--- src/pkg/spdc_defs.vh ---
`ifndef SPDC_DEFS_VH
`define SPDC_DEFS_VH

// register byte addresses
`define SPDC_ADDR_REGCTL 4'h0
`define SPDC_ADDR_STATUS 4'h4
`define SPDC_ADDR_WAKECFG 4'h8

// regulator control fields
`define SPDC_REG_RSVD_BIT 0
`define SPDC_REG_LP_BIT 1
`define SPDC_REG_RESET 8'h01

// status fields
`define SPDC_ST_PD_BIT 0
`define SPDC_ST_TO_BIT 1
`define SPDC_ST_ASLEEP_BIT 2
`define SPDC_ST_LPACT_BIT 3

// wake configuration fields
`define SPDC_WC_UNREG_BIT 0
`define SPDC_WC_WDT_SLEEP_BIT 1

// axi responses
`define SPDC_RESP_OKAY 2'b00
`define SPDC_RESP_SLVERR 2'b10

// regulator settle time after low-power sleep
`define SPDC_SETTLE_NS 2000
`define SPDC_CLK_NS 10
`define SPDC_SETTLE_CYC ((`SPDC_SETTLE_NS + `SPDC_CLK_NS - 1) / `SPDC_CLK_NS)
`define SPDC_CNT_W 8

`endif

--- src/core/spdc_sleep_ctrl.v ---
`include "spdc_defs.vh"
`default_nettype none

module spdc_sleep_ctrl (
    input wire aclk,
    input wire aresetn,
    // cpu side, same clock domain
    input wire sleep_exec,
    input wire [7:0] irq_flags,
    input wire [7:0] irq_enables,
    input wire global_interrupt_enable,
    input wire watchdog_timeout,
    // external reset pins, synchronised; the io and clock-source requests after them are used unsynchronised
    input wire master_clear_pin_n,
    input wire brownout_reset,
    input wire por_reset,
    input wire [5:0] io_out_req,
    input wire [5:0] io_oe_n_req,
    input wire lp_incompatible_periph_en,
    input wire timer_a_sleep_src,
    input wire adc_rc_selected,
    input wire cwg_uses_hfosc,
    output reg cpu_clk_en,
    output reg prefetch_next,
    output reg resume_pulse,
    output reg vector_isr,
    output reg watchdog_clear,
    output reg watchdog_run_in_sleep,
    output reg device_reset,
    output reg power_down_flag,
    output reg timeout_flag,
    output reg regulator_lp_active,
    output reg low_freq_internal_osc_en,
    output reg timer_a_clk_en,
    output reg adc_clk_en,
    output reg high_freq_internal_osc_en,
    output reg [5:0] io_out,
    output reg [5:0] io_oe_n,
    // axi4-lite slave
    input wire [3:0] s_axi_awaddr,
    input wire s_axi_awvalid,
    output reg s_axi_awready,
    input wire [31:0] s_axi_wdata,
    input wire [3:0] s_axi_wstrb,
    input wire s_axi_wvalid,
    output reg s_axi_wready,
    output reg [1:0] s_axi_bresp,
    output reg s_axi_bvalid,
    input wire s_axi_bready,
    input wire [3:0] s_axi_araddr,
    input wire s_axi_arvalid,
    output reg s_axi_arready,
    output reg [31:0] s_axi_rdata,
    output reg [1:0] s_axi_rresp,
    output reg s_axi_rvalid,
    input wire s_axi_rready
);

    localparam ST_AWAKE = 2'b00;
    localparam ST_SLEEP = 2'b01;
    localparam ST_SETTLE = 2'b10;
    // the settle counter runs down to zero, so it is loaded with one less than the settle length
    localparam integer SETTLE_LOAD_INT = `SPDC_SETTLE_CYC - 1;
    localparam [`SPDC_CNT_W-1:0] SETTLE_LOAD = SETTLE_LOAD_INT[`SPDC_CNT_W-1:0];

    // two-flop synchronisers for pin-level inputs
    reg [2:0] pin_s1_reg;
    reg [2:0] pin_s2_reg;
    wire master_clear_pin_hit = ~pin_s2_reg[0];
    wire bor_hit = pin_s2_reg[1];
    wire por_hit = pin_s2_reg[2];
    wire hard_reset = master_clear_pin_hit | bor_hit | por_hit;

    reg [1:0] state_reg;
    reg [1:0] state_next;
    reg [`SPDC_CNT_W-1:0] settle_reg;
    reg lp_select_reg;
    reg unreg_variant_reg;
    reg wdt_sleep_en_reg;

    wire irq_pending = |(irq_flags & irq_enables);
    wire sleep_takes = sleep_exec & ~irq_pending;
    wire lp_sleep = lp_select_reg & ~lp_incompatible_periph_en & ~unreg_variant_reg;
    wire wake_event = irq_pending | watchdog_timeout;
    wire asleep = (state_reg == ST_SLEEP);

    always @(posedge aclk)
    begin
        if (!aresetn)
        begin
            pin_s1_reg <= 3'h1;
            pin_s2_reg <= 3'h1;
        end
        else
        begin
            pin_s1_reg <= {por_reset, brownout_reset, master_clear_pin_n};
            pin_s2_reg <= pin_s1_reg;
        end
    end

    always @*
    begin
        state_next = state_reg;
        case (state_reg)
            ST_AWAKE:
                if (sleep_takes)
                    state_next = ST_SLEEP;
            ST_SLEEP:
                if (wake_event)
                    state_next = regulator_lp_active ? ST_SETTLE : ST_AWAKE;
            ST_SETTLE:
                if (settle_reg == {`SPDC_CNT_W{1'b0}})
                    state_next = ST_AWAKE;
            default:
                state_next = ST_AWAKE;
        endcase
    end

    always @(posedge aclk)
    begin
        if (!aresetn || hard_reset)
        begin
            state_reg <= ST_AWAKE;
            settle_reg <= {`SPDC_CNT_W{1'b0}};
            cpu_clk_en <= 1'b1;
            prefetch_next <= 1'b0;
            resume_pulse <= 1'b0;
            vector_isr <= 1'b0;
            watchdog_clear <= 1'b0;
            power_down_flag <= 1'b1;
            timeout_flag <= 1'b1;
            regulator_lp_active <= 1'b0;
            io_out <= 6'h00;
            io_oe_n <= 6'h3f;
        end
        else
        begin
            state_reg <= state_next;
            prefetch_next <= 1'b0;
            resume_pulse <= 1'b0;
            vector_isr <= 1'b0;
            watchdog_clear <= 1'b0;
            if (state_reg == ST_AWAKE && sleep_takes)
            begin
                prefetch_next <= 1'b1;
                watchdog_clear <= 1'b1;
                power_down_flag <= 1'b0;
                timeout_flag <= 1'b1;
                cpu_clk_en <= 1'b0;
                regulator_lp_active <= lp_sleep;
                io_out <= io_out_req;
                io_oe_n <= io_oe_n_req;
            end
            if (asleep && wake_event)
            begin
                watchdog_clear <= 1'b1;
                regulator_lp_active <= 1'b0;
                settle_reg <= SETTLE_LOAD;
                if (watchdog_timeout && !irq_pending)
                    timeout_flag <= 1'b0;
            end
            if (state_reg == ST_SETTLE && settle_reg != {`SPDC_CNT_W{1'b0}})
                settle_reg <= settle_reg - 1'b1;
            if (state_next == ST_AWAKE && state_reg != ST_AWAKE)
            begin
                cpu_clk_en <= 1'b1;
                resume_pulse <= 1'b1;
                vector_isr <= global_interrupt_enable & irq_pending;
            end
            if (state_reg == ST_AWAKE && !sleep_takes)
            begin
                io_out <= io_out_req;
                io_oe_n <= io_oe_n_req;
            end
        end
    end

    // oscillator and peripheral clock enables
    always @(posedge aclk)
    begin
        if (!aresetn)
        begin
            low_freq_internal_osc_en <= 1'b1;
            timer_a_clk_en <= 1'b1;
            adc_clk_en <= 1'b1;
            high_freq_internal_osc_en <= 1'b1;
            watchdog_run_in_sleep <= 1'b0;
        end
        else
        begin
            low_freq_internal_osc_en <= 1'b1;
            timer_a_clk_en <= ~asleep | timer_a_sleep_src;
            adc_clk_en <= ~asleep | adc_rc_selected;
            high_freq_internal_osc_en <= ~asleep | cwg_uses_hfosc;
            watchdog_run_in_sleep <= asleep & wdt_sleep_en_reg;
            device_reset <= hard_reset;
        end
    end

    // axi4-lite slave, one word per register
    reg aw_hold_reg;
    reg w_hold_reg;
    reg [3:0] awaddr_reg;
    reg [31:0] wdata_reg;
    reg [3:0] wstrb_reg;
    wire aw_fire = s_axi_awvalid & s_axi_awready;
    wire w_fire = s_axi_wvalid & s_axi_wready;
    wire aw_have = aw_hold_reg | aw_fire;
    wire w_have = w_hold_reg | w_fire;
    wire [3:0] wr_addr = aw_hold_reg ? awaddr_reg : s_axi_awaddr;
    wire [31:0] wr_data = w_hold_reg ? wdata_reg : s_axi_wdata;
    wire [3:0] wr_strb = w_hold_reg ? wstrb_reg : s_axi_wstrb;
    wire do_write = aw_have & w_have & ~s_axi_bvalid;

    always @(posedge aclk)
    begin
        if (!aresetn)
        begin
            s_axi_awready <= 1'b1;
            s_axi_wready <= 1'b1;
            s_axi_bvalid <= 1'b0;
            s_axi_bresp <= `SPDC_RESP_OKAY;
            aw_hold_reg <= 1'b0;
            w_hold_reg <= 1'b0;
            awaddr_reg <= 4'h0;
            wdata_reg <= 32'h00000000;
            wstrb_reg <= 4'h0;
            lp_select_reg <= 1'b0;
            unreg_variant_reg <= 1'b0;
            wdt_sleep_en_reg <= 1'b0;
        end
        else
        begin
            if (aw_fire)
            begin
                awaddr_reg <= s_axi_awaddr;
                s_axi_awready <= 1'b0;
            end
            if (w_fire)
            begin
                wdata_reg <= s_axi_wdata;
                wstrb_reg <= s_axi_wstrb;
                s_axi_wready <= 1'b0;
            end
            aw_hold_reg <= aw_have & ~do_write;
            w_hold_reg <= w_have & ~do_write;
            if (do_write)
            begin
                s_axi_bvalid <= 1'b1;
                s_axi_bresp <= `SPDC_RESP_OKAY;
                case (wr_addr)
                    `SPDC_ADDR_REGCTL:
                        if (wr_strb[0])
                            lp_select_reg <= wr_data[`SPDC_REG_LP_BIT];
                    `SPDC_ADDR_WAKECFG:
                        if (wr_strb[0])
                        begin
                            unreg_variant_reg <= wr_data[`SPDC_WC_UNREG_BIT];
                            wdt_sleep_en_reg <= wr_data[`SPDC_WC_WDT_SLEEP_BIT];
                        end
                    `SPDC_ADDR_STATUS:
                        ;
                    default:
                        s_axi_bresp <= `SPDC_RESP_SLVERR;
                endcase
            end
            if (s_axi_bvalid && s_axi_bready)
            begin
                s_axi_bvalid <= 1'b0;
                s_axi_awready <= 1'b1;
                s_axi_wready <= 1'b1;
            end
        end
    end

    always @(posedge aclk)
    begin
        if (!aresetn)
        begin
            s_axi_arready <= 1'b1;
            s_axi_rvalid <= 1'b0;
            s_axi_rdata <= 32'h00000000;
            s_axi_rresp <= `SPDC_RESP_OKAY;
        end
        else if (s_axi_arvalid && s_axi_arready)
        begin
            s_axi_arready <= 1'b0;
            s_axi_rvalid <= 1'b1;
            s_axi_rresp <= `SPDC_RESP_OKAY;
            s_axi_rdata <= 32'h00000000;
            case (s_axi_araddr)
                `SPDC_ADDR_REGCTL:
                begin
                    // reserved bit always reads one; low-power bit invisible on unregulated variant
                    s_axi_rdata[`SPDC_REG_RSVD_BIT] <= 1'b1;
                    s_axi_rdata[`SPDC_REG_LP_BIT] <= lp_select_reg & ~unreg_variant_reg;
                end
                `SPDC_ADDR_STATUS:
                begin
                    s_axi_rdata[`SPDC_ST_PD_BIT] <= power_down_flag;
                    s_axi_rdata[`SPDC_ST_TO_BIT] <= timeout_flag;
                    s_axi_rdata[`SPDC_ST_ASLEEP_BIT] <= ~cpu_clk_en;
                    s_axi_rdata[`SPDC_ST_LPACT_BIT] <= regulator_lp_active;
                end
                `SPDC_ADDR_WAKECFG:
                begin
                    s_axi_rdata[`SPDC_WC_UNREG_BIT] <= unreg_variant_reg;
                    s_axi_rdata[`SPDC_WC_WDT_SLEEP_BIT] <= wdt_sleep_en_reg;
                end
                default:
                    s_axi_rresp <= `SPDC_RESP_SLVERR;
            endcase
        end
        else if (s_axi_rvalid && s_axi_rready)
        begin
            s_axi_rvalid <= 1'b0;
            s_axi_arready <= 1'b1;
        end
    end

endmodule

`default_nettype wire

--- config.mk ---
export PLATFORM = sky130hd
export DESIGN_NAME = spdc_sleep_ctrl
export DESIGN_NICKNAME = d
export VERILOG_FILES = /design/src/core/spdc_sleep_ctrl.v
export VERILOG_INCLUDE_DIRS = /design/src /design/src/pkg
export SDC_FILE = /design/constraint.sdc
export NUM_CORES = 1
export LEC_CHECK = 0
export ABC_CLOCK_PERIOD_IN_PS = 4100
export BUFFER_PORTS_ARGS = -buffer_cell sky130_fd_sc_hd__buf_2
export CAP_MARGIN = 20
export CORE_MARGIN = 8
export CORE_UTILIZATION = 36
export DETAILED_ROUTE_END_ITERATION = 6
export GPL_TIMING_DRIVEN = 0
export PLACE_DENSITY_LB_ADDON = 0.05
export SLEW_MARGIN = 15
export SYNTH_ARGS = -nofsm -noshare
export SYNTH_HDL_FRONTEND = slang
export SYNTH_SLANG_ARGS = --single-unit
export TNS_END_PERCENT = 20
--- constraint.sdc ---
create_clock -name aclk -period 4.1 [get_ports aclk]
set_clock_uncertainty 0.05 [all_clocks]
set_input_delay 1.23 -clock aclk [delete_from_list [all_inputs] [get_ports aclk]]
set_output_delay 1.23 -clock aclk [all_outputs]
set_load 0.005 [all_outputs]
==> results of run 1 <==
metrics by stage:
stage / util, % / cell area, um2 / setup slack [ns]
finish: 48.3 / 3730 / 1.77
global route: 48.3 / 3730 / 1.70
CTS: 48.3 / 3730 / 1.78
detailed placement: 46.0 / 3560 / 1.42
global placement: 46.0 / 3560 / 1.40
floorplan: - / 2980 / 1.65
per-layer routing:
metal	routed length (um)	track usage, %
met5	0	0
met4	95	4.89
met3	520	5.48
met2	3640	22.9
met1	3230	14.7
cell families after synthesis:
| kind of cell | count (synthesis) |
|---|---|
| xor gates and xnor gates | 1 |
| AOI/OAI and AO/OA | 67 |
| muxes | 8 |
| other | 2 |
| DFF | 64 |
| and+or+nand+nor | 124 |
| buffers and inverters | 47 |
| adders and majority gates | 1 |
worst max-delay path, delay by kind of cell:
family / cells / cell delay (ns)
AOI/OAI and AO/OA: 3 / 0.94
and+or+nand+nor: 1 / 0.20
buffers and inverters: 1 / 0.10
worst paths after layout:
path	startpoint	endpoint	slack, ns	depth (start not counted)
worst min-delay path	pin_s1_reg[0]$_SDFF_PN1_	pin_s2_reg[0]$_SDFF_PN1_	0.36	1
worst max register to register	settle_reg[0]$_SDFFE_PP0P_	settle_reg[1]$_SDFFE_PP0P_	2.16	6
worst min register to register	pin_s1_reg[0]$_SDFF_PN1_	pin_s2_reg[0]$_SDFF_PN1_	0.36	1
worst max-delay path	irq_flags[2]	state_reg[1]$_SDFF_PP0_	1.77	5
cells in the final DEF (no fill, tap or decap), types with 5 or more instances in the layout:
cell      synthesis  final
buf_2             1     92
dfxtp_1          63     63
nand2_1          50     50
buf_4            31     31
conb_1            2     31
a21oi_1          16     16
nand3_1          15     15
a21boi_0         12     12
o21ai_0          10     10
clkbuf_8          0     10
nand2b_1          9      9
inv_1             8      8
nor3_1            8      8
and2_1            7      7
clkbuf_1          7      7
nor2_1            7      7
nor2b_1           5      5
or2_2             5      5
mux2i_1           5      5
final cells by class:
cell class              instances  area [um2]  area share [%]
well taps                     102         128            3.42
plain buffers                  39         264            7.08
inverters                       8        30.0           0.805
repair buffers                 91         455            12.2
clock buffers                  10         138            3.69
flip-flops and latches         64        1290            34.6
clock inverters                 6        35.0           0.939
multi-input cells             232        1390            37.3
synthesized netlist by cell type (all sizes together) (2+ instances only):
| cell | number |
|---|---|
| nor3b | 4 |
| nor2 | 7 |
| a41o | 2 |
| nor3 | 10 |
| nand2b | 9 |
| nand3 | 15 |
| a32oi | 3 |
| o2111ai | 2 |
| a21oi | 17 |
| or3 | 3 |
| inv | 8 |
| clkbuf | 7 |
| buf | 32 |
| a211oi | 2 |
| o21a | 2 |
| a22oi | 4 |
| nor2b | 5 |
| a2111oi | 2 |
| mux2 | 3 |
| o221ai | 2 |
| o21ai | 11 |
| conb | 2 |
| nand2 | 50 |
| or2 | 5 |
| a21boi | 12 |
| mux2i | 5 |
| dfxtp | 63 |
| nor4b | 3 |
| and2 | 8 |
power by group through the flow:
stage               Clock (uW)  Sequential, uW  Combinational, uW
detailed placement           0             680                167
global placement             0             680                165
floorplan                    0             679               96.4
global route               518             669                186
finish                     470             666                167
CTS                        488             666                168
==> summary.txt, run 1 <==
Total Routing Usage GR: 13.5%
Period utilisation layout: 56.9%
Post-synthesis instance total: 314
Final WL: 7.49 mm
Layout Cells excl Fill: 552
Routability cong.: 0.752
Max reg flops: 8
Htree depth: 3
Die Ht: 105 um
Comb pwr share: 12.8%
Synth area leaders: dfxtp_1, buf_4, nand2_1
Final Critical Period: 2.33 ns
Final ANT Viol Nets: 0
Initial antenna violation count: 0
Slew Limit Fails: 0
Vias per cell: 4.54
CTS tree: built
Clock power frac: 36.1%
Post-synthesis mux area share: 2.92%
Via count: 2506
Sw frac: 26.1%
Pleak: 0.00174 uW
Post-synthesis cell type count: 53
Sequential-to-total area share from yosys stat: 45.0%
Setup-failing EPs final: 0
Cells along the critical path: buf_2, a22oi_2, nand4_4, o21ai_0, o21ai_0
Resized Gates After CTS: 0
Post-synth EDFFs: 1
Inst Count DP: 536
DP HPWL: 5.97 mm
1st-iter DRT viols: 79
Synth Flop Type: dfxtp_1
Max_cap viols: 0
First-pass GRT wire length: 12.3 mm
CP Class: input pin to flop
Worst path required time: 4.25 ns
I/O Buffers: 91
Max-slew headroom: 58.3%
Largest net degree at the start of global routing: 12
Mean Syn Cell Area: 9.13 um2
Seq pwr share: 51.1%
Post-Syn Area: 2870 um2
Congestion Overflow GR: 0
Drt wl/cell: 13.6 um
DRC violations left: 0
Clk Latency, worst-skew pair: 0.34 ns
Clk buf depth: 2
Crit Path Max Fanout: 10
Proportion of layout cells with a drive suffix above 1: 35.3%
Crit path largest cell delay: 0.55 ns
Top achievable clock speed: 428 MHz
Yosys top cell by area: dfxtp_1
Post-synthesis xor/xnor area fraction: 0.306%
Clock Sinks: 64
Pint: 962 uW
Synth Area in Compound Gates: 17.9%
Die width: 105 um
Least-Margin Pin Slew: 0.619 ns
Floorplan row count: 32
Clock root cell: clkbuf_8
Net switching power: 340 uW
Cts bufs inserted: 9
Status: finished, final reports clean
Syn-to-layout area delta: 30.2%
Slowest cell on crit path: o21ai_0
Number of fill cells: 783
Post-Route Setup TNS: 0 ns
Clock-pin slew on the worst setup and hold paths: 0.07 ns
Adder-Cell Fraction of Synth Area: 0.436%
Postcts setup bufs: 0
Crit start category: input pin
Hold_ws: 0.358 ns
Hold Path Class: flop to flop
Total Power: 1300 uW
Core ar.: 7730 um2
VDD IR max: 0.223 mV
Post-Synth Simple-Gate Area: 22.8%
Starting density of the core: 37.1%
Die ar.: 11100 um2
Largest family of logic cells by synthesized area: simple AND/OR/NAND/NOR gates
N_diodes: 0
Most used cell, CP: o21ai_0
#FFs+latches synth: 64
Total I/O pin count: 156
Synth warn: 0
Final layout net count: 535
RSZ-0062 raised after global routing: false
Worst EP arrival: 2.48 ns
Final hold vios: 0
CP Capture Type: flop
Hold Buf Count CTS: 0
Pwr/cell area: 349 nW/um2
Vias in the first global route: 2536
Top cell type's share of synthesized area: 44.0%
Fraction of registers with async set/reset: 0%
First-pass DRT Iterations: 4
No activity file was read; power rests on OpenSTA's default activity.
==> run 2, diff against run 1 <==
Settings changed: ABC_CLOCK_PERIOD_IN_PS 4100 to 2000.
Clock period 4.1 ns to 2 ns, I/O delays scaled along.
==> run 2 against run 1 <==
- largest power group unchanged
- global-route usage is the same
- core utilization is 0.18 points higher
- via count decreased by 0.12%
- register-to-register slack got worse by 2.0 ns
- sequential power is 110% higher
- largest cell class unchanged
- non-clock buffer count stayed put
==> summary.txt, run 2 (synthesized netlist as in run 1, its figures left out) <==
Resized Gates After CTS: 0 (unchanged)
Clock root cell: clkbuf_8 (unchanged)
Max-slew headroom: 59.3% (was 58.3%)
Max_cap viols: 0 (unchanged)
Setup-failing EPs final: 0 (unchanged)
DP HPWL: 5.97 mm (unchanged)
First-pass DRT Iterations: 4 (unchanged)
Postcts setup bufs: 0 (unchanged)
Worst setup margin: 0.200 ns (was 1.77 ns)
Reg2reg start: state_reg[0]$_SDFF_PP0_ (was settle_reg[0]$_SDFFE_PP0P_)
Congestion Overflow GR: 0 (unchanged)
Clk Latency, worst-skew pair: 0.34 ns (about the same)
Clock-pin slew on the worst setup and hold paths: 0.07 ns (about the same)
Core ar.: 7730 um2 (unchanged)
Worst R2R End: settle_reg[5]$_SDFFE_PP0P_ (was settle_reg[1]$_SDFFE_PP0P_)
Worst path required time: 2.18 ns (was 4.25 ns)
CTS tree: built (unchanged)
Hold Buf Count CTS: 0 (unchanged)
Final layout net count: 535 (unchanged)
Max reg flops: 8 (unchanged)
I/O Buffers: 91 (unchanged)
Layout Utilization: 48.5% (was 48.3%)
Clk buf depth: 2 (unchanged)
Commonest cells after routing, fill and taps aside: buf_2, dfxtp_1, nand2_1 (unchanged)
Vias in the first global route: 2536 (unchanged)
Syn-to-layout area delta: 30.6% (was 30.2%)
Design Area, Final: 3740 um2 (was 3730 um2)
Final WL: 7.49 mm (about the same)
Clock Sinks: 64 (unchanged)
Capture point of the worst path: settle_reg[5]$_SDFFE_PP0P_ (was state_reg[1]$_SDFF_PP0_)
Hold Path Class: flop to flop (unchanged)
Crit-path leading delay family: compound AO/OA/AOI/OAI gates (unchanged)
Via count: 2503 (was 2506)
Slew Limit Fails: 0 (unchanged)
Drt wl/cell: 13.6 um (about the same)
Htree depth: 3 (unchanged)
N_diodes: 0 (unchanged)
Die width: 105 um (unchanged)
VDD IR max: 0.456 mV (was 0.223 mV)
Top achievable clock speed: 556 MHz
Total I/O pin count: 156 (unchanged)
Routability cong.: 0.752 (unchanged)
Number of fill cells: 782 (was 783)
Cells along the critical path: nor2b_1, o21ai_0, a41o_1 (was buf_2, a22oi_2, nand4_4, o21ai_0, o21ai_0)
Cts bufs inserted: 9 (unchanged)
Setup slack, reg-to-reg: 0.20 ns (was 2.16 ns)
DP Area: 3560 um2 (unchanged)
Reg2Reg Depth: 3 (was 6)
Least-Margin Pin Slew: 0.604 ns (was 0.619 ns)
Status: finished, final reports clean (unchanged)
Initial antenna violation count: 0 (unchanged)
Commonest non-fill, non-tap cell in the layout: buf_2 (unchanged)
1st-iter DRT viols: 79 (unchanged)
Total Routing Usage GR: 13.5% (unchanged)
CP Capture Type: flop (unchanged)
Slowest cell on crit path: nor2b_1 (was o21ai_0)
Largest net degree at the start of global routing: 12 (unchanged)
Die ar.: 11100 um2 (unchanged)
Vias per cell: 4.53 (was 4.54)
Starting density of the core: 37.1% (unchanged)
Die Ht: 105 um (unchanged)
CP Launch Point: state_reg[0]$_SDFF_PP0_ (was irq_flags[2])
Worst EP arrival: 1.98 ns (was 2.48 ns)
DP Worst Slack: -0.0451 ns (was 1.42 ns)
Floorplan row count: 32 (unchanged)
RSZ-0062 raised after global routing: false (unchanged)
Final hold vios: 0 (unchanged)
Final Critical Period: 1.80 ns
First-pass GRT wire length: 12.3 mm (unchanged)
DRC violations left: 0 (unchanged)
Worst Path Buf+Inv: 0 (was 1)
Crit path largest cell delay: 0.50 ns (was 0.55 ns)
Pleak: 0.00175 uW (was 0.00174 uW)
Period utilisation layout: 90.0%
Layout Cells excl Fill: 552 (unchanged)
Total Power: 2670 uW (was 1300 uW)
Pwr/cell area: 713 nW/um2 (was 349 nW/um2)
Final ANT Viol Nets: 0 (unchanged)
CP Class: flop to flop (was input pin to flop)
Crit path depth: 3 (was 5)
Inst Count DP: 536 (unchanged)
Proportion of layout cells with a drive suffix above 1: 35.6% (was 35.3%)
Crit start category: flop (was input pin)
Crit Path Max Fanout: 8 (was 10)
## run 2: cell count changes in the layout (fill, tap and decap cells not counted)
cell,delta
a211oi_1,-1
a211oi_2,+1
nor4b_2,-1
nor4b_4,+1
## run 2: area by class of cell
type | instances | area [um2] | share of cell area, %
Tap cell | 102 | 128 | 3.41
Clock buffer | 10 | 138 | 3.68
Clock inverter | 6 | 35.0 | 0.936
Timing Repair Buffer | 91 | 455 | 12.2
Multi-Input combinational cell | 232 | 1400 | 37.5
Buffer | 39 | 264 | 7.05
Sequential cell | 64 | 1290 | 34.5
Inverter | 8 | 30.0 | 0.802
## run 2: worst min path at each step
| stage | depth (start not counted) | start | endpoint |
|---|---|---|---|
| finish | 1 | pin_s1_reg[0]$_SDFF_PN1_ | pin_s2_reg[0]$_SDFF_PN1_ |
| global route | 1 | pin_s1_reg[0]$_SDFF_PN1_ | pin_s2_reg[0]$_SDFF_PN1_ |
| CTS | 1 | pin_s1_reg[0]$_SDFF_PN1_ | pin_s2_reg[0]$_SDFF_PN1_ |
| detailed placement | 1 | pin_s1_reg[0]$_SDFF_PN1_ | pin_s2_reg[0]$_SDFF_PN1_ |
| global placement | 1 | pin_s1_reg[0]$_SDFF_PN1_ | pin_s2_reg[0]$_SDFF_PN1_ |
| floorplan | 1 | pin_s1_reg[0]$_SDFF_PN1_ | pin_s2_reg[0]$_SDFF_PN1_ |
## run 2: report_power, final
| part | internal, uW | leakage [uW] | total, uW | switching [uW] |
|---|---|---|---|---|
| Sequential | 1330 | 0.000525 | 1370 | 35.0 |
| Combinational | 170 | 0.00114 | 343 | 173 |
| Clock | 473 | 0.0000878 | 962 | 489 |
| Total | 1970 | 0.00175 | 2670 | 697 |
## run 2: per-layer routing
metal | part of all wire, % | routed length (um) | track usage [%]
met5 | 0 | 0 | 0
met4 | 1.1 | 79 | 4.89
met3 | 6.8 | 509 | 5.48
met2 | 49 | 3660 | 22.9
met1 | 43 | 3240 | 14.7
## run 2: metrics by stage
step / hold WS [ns] / setup TNS, ns
after floorplan: 0.336 / 0
final: 0.358 / 0
after global routing: 0.388 / 0
after global placement: 0.343 / -0.313
after CTS: 0.359 / 0
after detailed placement: 0.342 / -0.170
==> run 3, diff against run 2 <==
Settings changed: CTS_BUF_LIST set to sky130_fd_sc_hd__clkbuf_8, PLACE_DENSITY set to 0.71, PLACE_DENSITY_LB_ADDON 0.05 to unset.
==> run 3 against run 2 <==
- global-route usage fell by 0.45 points
- final cell count unchanged
- fmax is 4.0% lower
- first-iteration DRC count rose by 25%
- largest power group unchanged
- highest routed layer unchanged
==> summary.txt, run 3 (synthesized netlist as in run 1, its figures left out) <==
Final WL: 7.30 mm (was 7.49 mm)
N_diodes: 0 (unchanged)
Syn-to-layout area delta: 32.2% (was 30.6%)
Die width: 105 um (unchanged)
Die Ht: 105 um (unchanged)
Reg2Reg Depth: 6 (was 3)
CTS tree: built (unchanged)
Slew Limit Fails: 0 (unchanged)
Congestion Overflow GR: 0 (unchanged)
Pleak: 0.00177 uW (was 0.00175 uW)
Routability cong.: 0.809 (was 0.752)
Clk Latency, worst-skew pair: 0.34 ns (about the same)
Clock Sinks: 64 (unchanged)
Worst R2R End: settle_reg[3]$_SDFFE_PP0P_ (was settle_reg[5]$_SDFFE_PP0P_)
DP HPWL: 5.72 mm (was 5.97 mm)
Hold Crit Depth: 1 (unchanged)
Least-Margin Pin Slew: 0.571 ns (was 0.604 ns)
Layout Utilization: 49.0% (was 48.5%)
Htree depth: 3 (unchanged)
Max layer used: met4 (unchanged)
Met2 wire length: 3.68 mm (was 3.66 mm)
CP Capture Type: flop (unchanged)
Clk buf depth: 2 (unchanged)
Vias in the first global route: 2508 (was 2536)
Max reg flops: 8 (unchanged)
Period utilisation layout: 93.7% (was 90.0%)
Total Power: 2880 uW (was 2670 uW)
Final layout net count: 535 (unchanged)
Worst path required time: 2.19 ns (was 2.18 ns)
Drt wl/cell: 13.2 um (was 13.6 um)
Pwr/cell area: 760 nW/um2 (was 713 nW/um2)
Initial antenna violation count: 0 (unchanged)
Proportion of layout cells with a drive suffix above 1: 35.8% (was 35.6%)
Hold path start: pin_s1_reg[0]$_SDFF_PN1_ (unchanged)
Final ANT Viol Nets: 0 (unchanged)
Commonest non-fill, non-tap cell in the layout: buf_2 (unchanged)
WL met3: 520 um (was 509 um)
Met1 Wirelength: 3.01 mm (was 3.24 mm)
Final Critical Period: 1.87 ns (was 1.80 ns)
Clock root cell: clkbuf_8 (unchanged)
Final hold vios: 0 (unchanged)
Crit Path Max Fanout: 7 (was 8)
DRC violations left: 0 (unchanged)
DP Worst Slack: -0.0339 ns (was -0.0451 ns)
Status: finished, final reports clean (unchanged)
Number of fill cells: 750 (was 782)
Cts bufs inserted: 9 (unchanged)
VDD IR max: 0.391 mV (was 0.456 mV)
Largest net degree at the start of global routing: 11 (was 12)
Max_cap viols: 0 (unchanged)
Reg2reg start: settle_reg[0]$_SDFFE_PP0P_ (was state_reg[0]$_SDFF_PP0_)
Worst EP arrival: 2.06 ns (was 1.98 ns)
Post-Route Setup TNS: 0 ns (unchanged)
First-pass DRT Iterations: 4 (unchanged)
Vias per cell: 4.62 (was 4.53)
Postcts setup bufs: 0 (unchanged)
Die ar.: 11100 um2 (unchanged)
Floorplan row count: 32 (unchanged)
Hold_ws: 0.354 ns (was 0.358 ns)
Commonest cells after routing, fill and taps aside: buf_2, dfxtp_1, nand2_1 (unchanged)
Setup-failing EPs final: 0 (unchanged)
Crit start category: flop (unchanged)
Hold Path Class: flop to flop (unchanged)
Total I/O pin count: 156 (unchanged)
Top achievable clock speed: 534 MHz (was 556 MHz)
Clock-pin slew on the worst setup and hold paths: 0.07 ns (about the same)
First-pass GRT wire length: 11.9 mm (was 12.3 mm)
Max-slew headroom: 61.5% (was 59.3%)
Via count: 2549 (was 2503)
Setup slack, reg-to-reg: 0.13 ns (was 0.20 ns)
1st-iter DRT viols: 99 (was 79)
Core ar.: 7730 um2 (unchanged)
Starting density of the core: 37.1% (unchanged)
Total Routing Usage GR: 13.0% (was 13.5%)
Hold Path Sink: pin_s2_reg[0]$_SDFF_PN1_ (unchanged)
Worst setup margin: 0.126 ns (was 0.200 ns)
I/O Buffers: 91 (unchanged)
CP Class: flop to flop (unchanged)
==> run 3: routing by layer <==
metal | global-route usage [%] | vias up
li1 | - | 1298
met1 | 13.5 | 1160
met2 | 23.1 | 82
met3 | 5.24 | 9
met4 | 4.89 | 0
met5 | 0 | -
==> run 3: cell type report <==
type	count	area (um2)	share of cell area (%)
multi-input combinational	232	1400	37.0
tap	102	128	3.37
timing repair buffer	91	455	12.0
sequential	64	1290	34.1
clock inverter	3	38.8	1.02
inverter	8	30.0	0.792
buffer	39	264	6.97
clock buffer	13	179	4.72
==> run 3: critical path, cell delays in order, from the launching register on <==
cell      delay [ns]
dfxtp_1         0.32
inv_1           0.08
ha_1            0.23
nor4b_2         0.40
a21oi_2         0.19
a211o_1         0.25
a311oi_1        0.26
==> run 3: worst max-delay path by stage <==
stage | startpoint | endpoint | slack [ns]
CTS | state_reg[0]$_SDFF_PP0_ | settle_reg[5]$_SDFFE_PP0P_ | 0.06
detailed placement | irq_flags[2] | regulator_lp_active$_SDFFE_PP0P_ | -0.03
global placement | irq_flags[2] | state_reg[1]$_SDFF_PP0_ | -0.03
global route | settle_reg[0]$_SDFFE_PP0P_ | settle_reg[3]$_SDFFE_PP0P_ | -0.02
finish | settle_reg[0]$_SDFFE_PP0P_ | settle_reg[3]$_SDFFE_PP0P_ | 0.13
floorplan | irq_flags[2] | regulator_lp_active$_SDFFE_PP0P_ | 0.18
==> run 3: stage by stage <==
| step | cells | cell area (um2) |
|---|---|---|
| after floorplan | 343 | 2980 |
| final | 552 | 3790 |
| after global placement | 536 | 3560 |
| after global routing | 552 | 3790 |
| after detailed placement | 536 | 3560 |
| after CTS | 552 | 3780 |
==> run 3: where the power goes <==
group	internal [uW]	switching (uW)
logic	170	174
registers	1330	34.8
clock network	706	465
total	2210	674
==> run 3: what timing repair did <==
action,CTS,global route
setup endpoints to repair,0,6
resized for setup,0,3
hold buffers,0,0
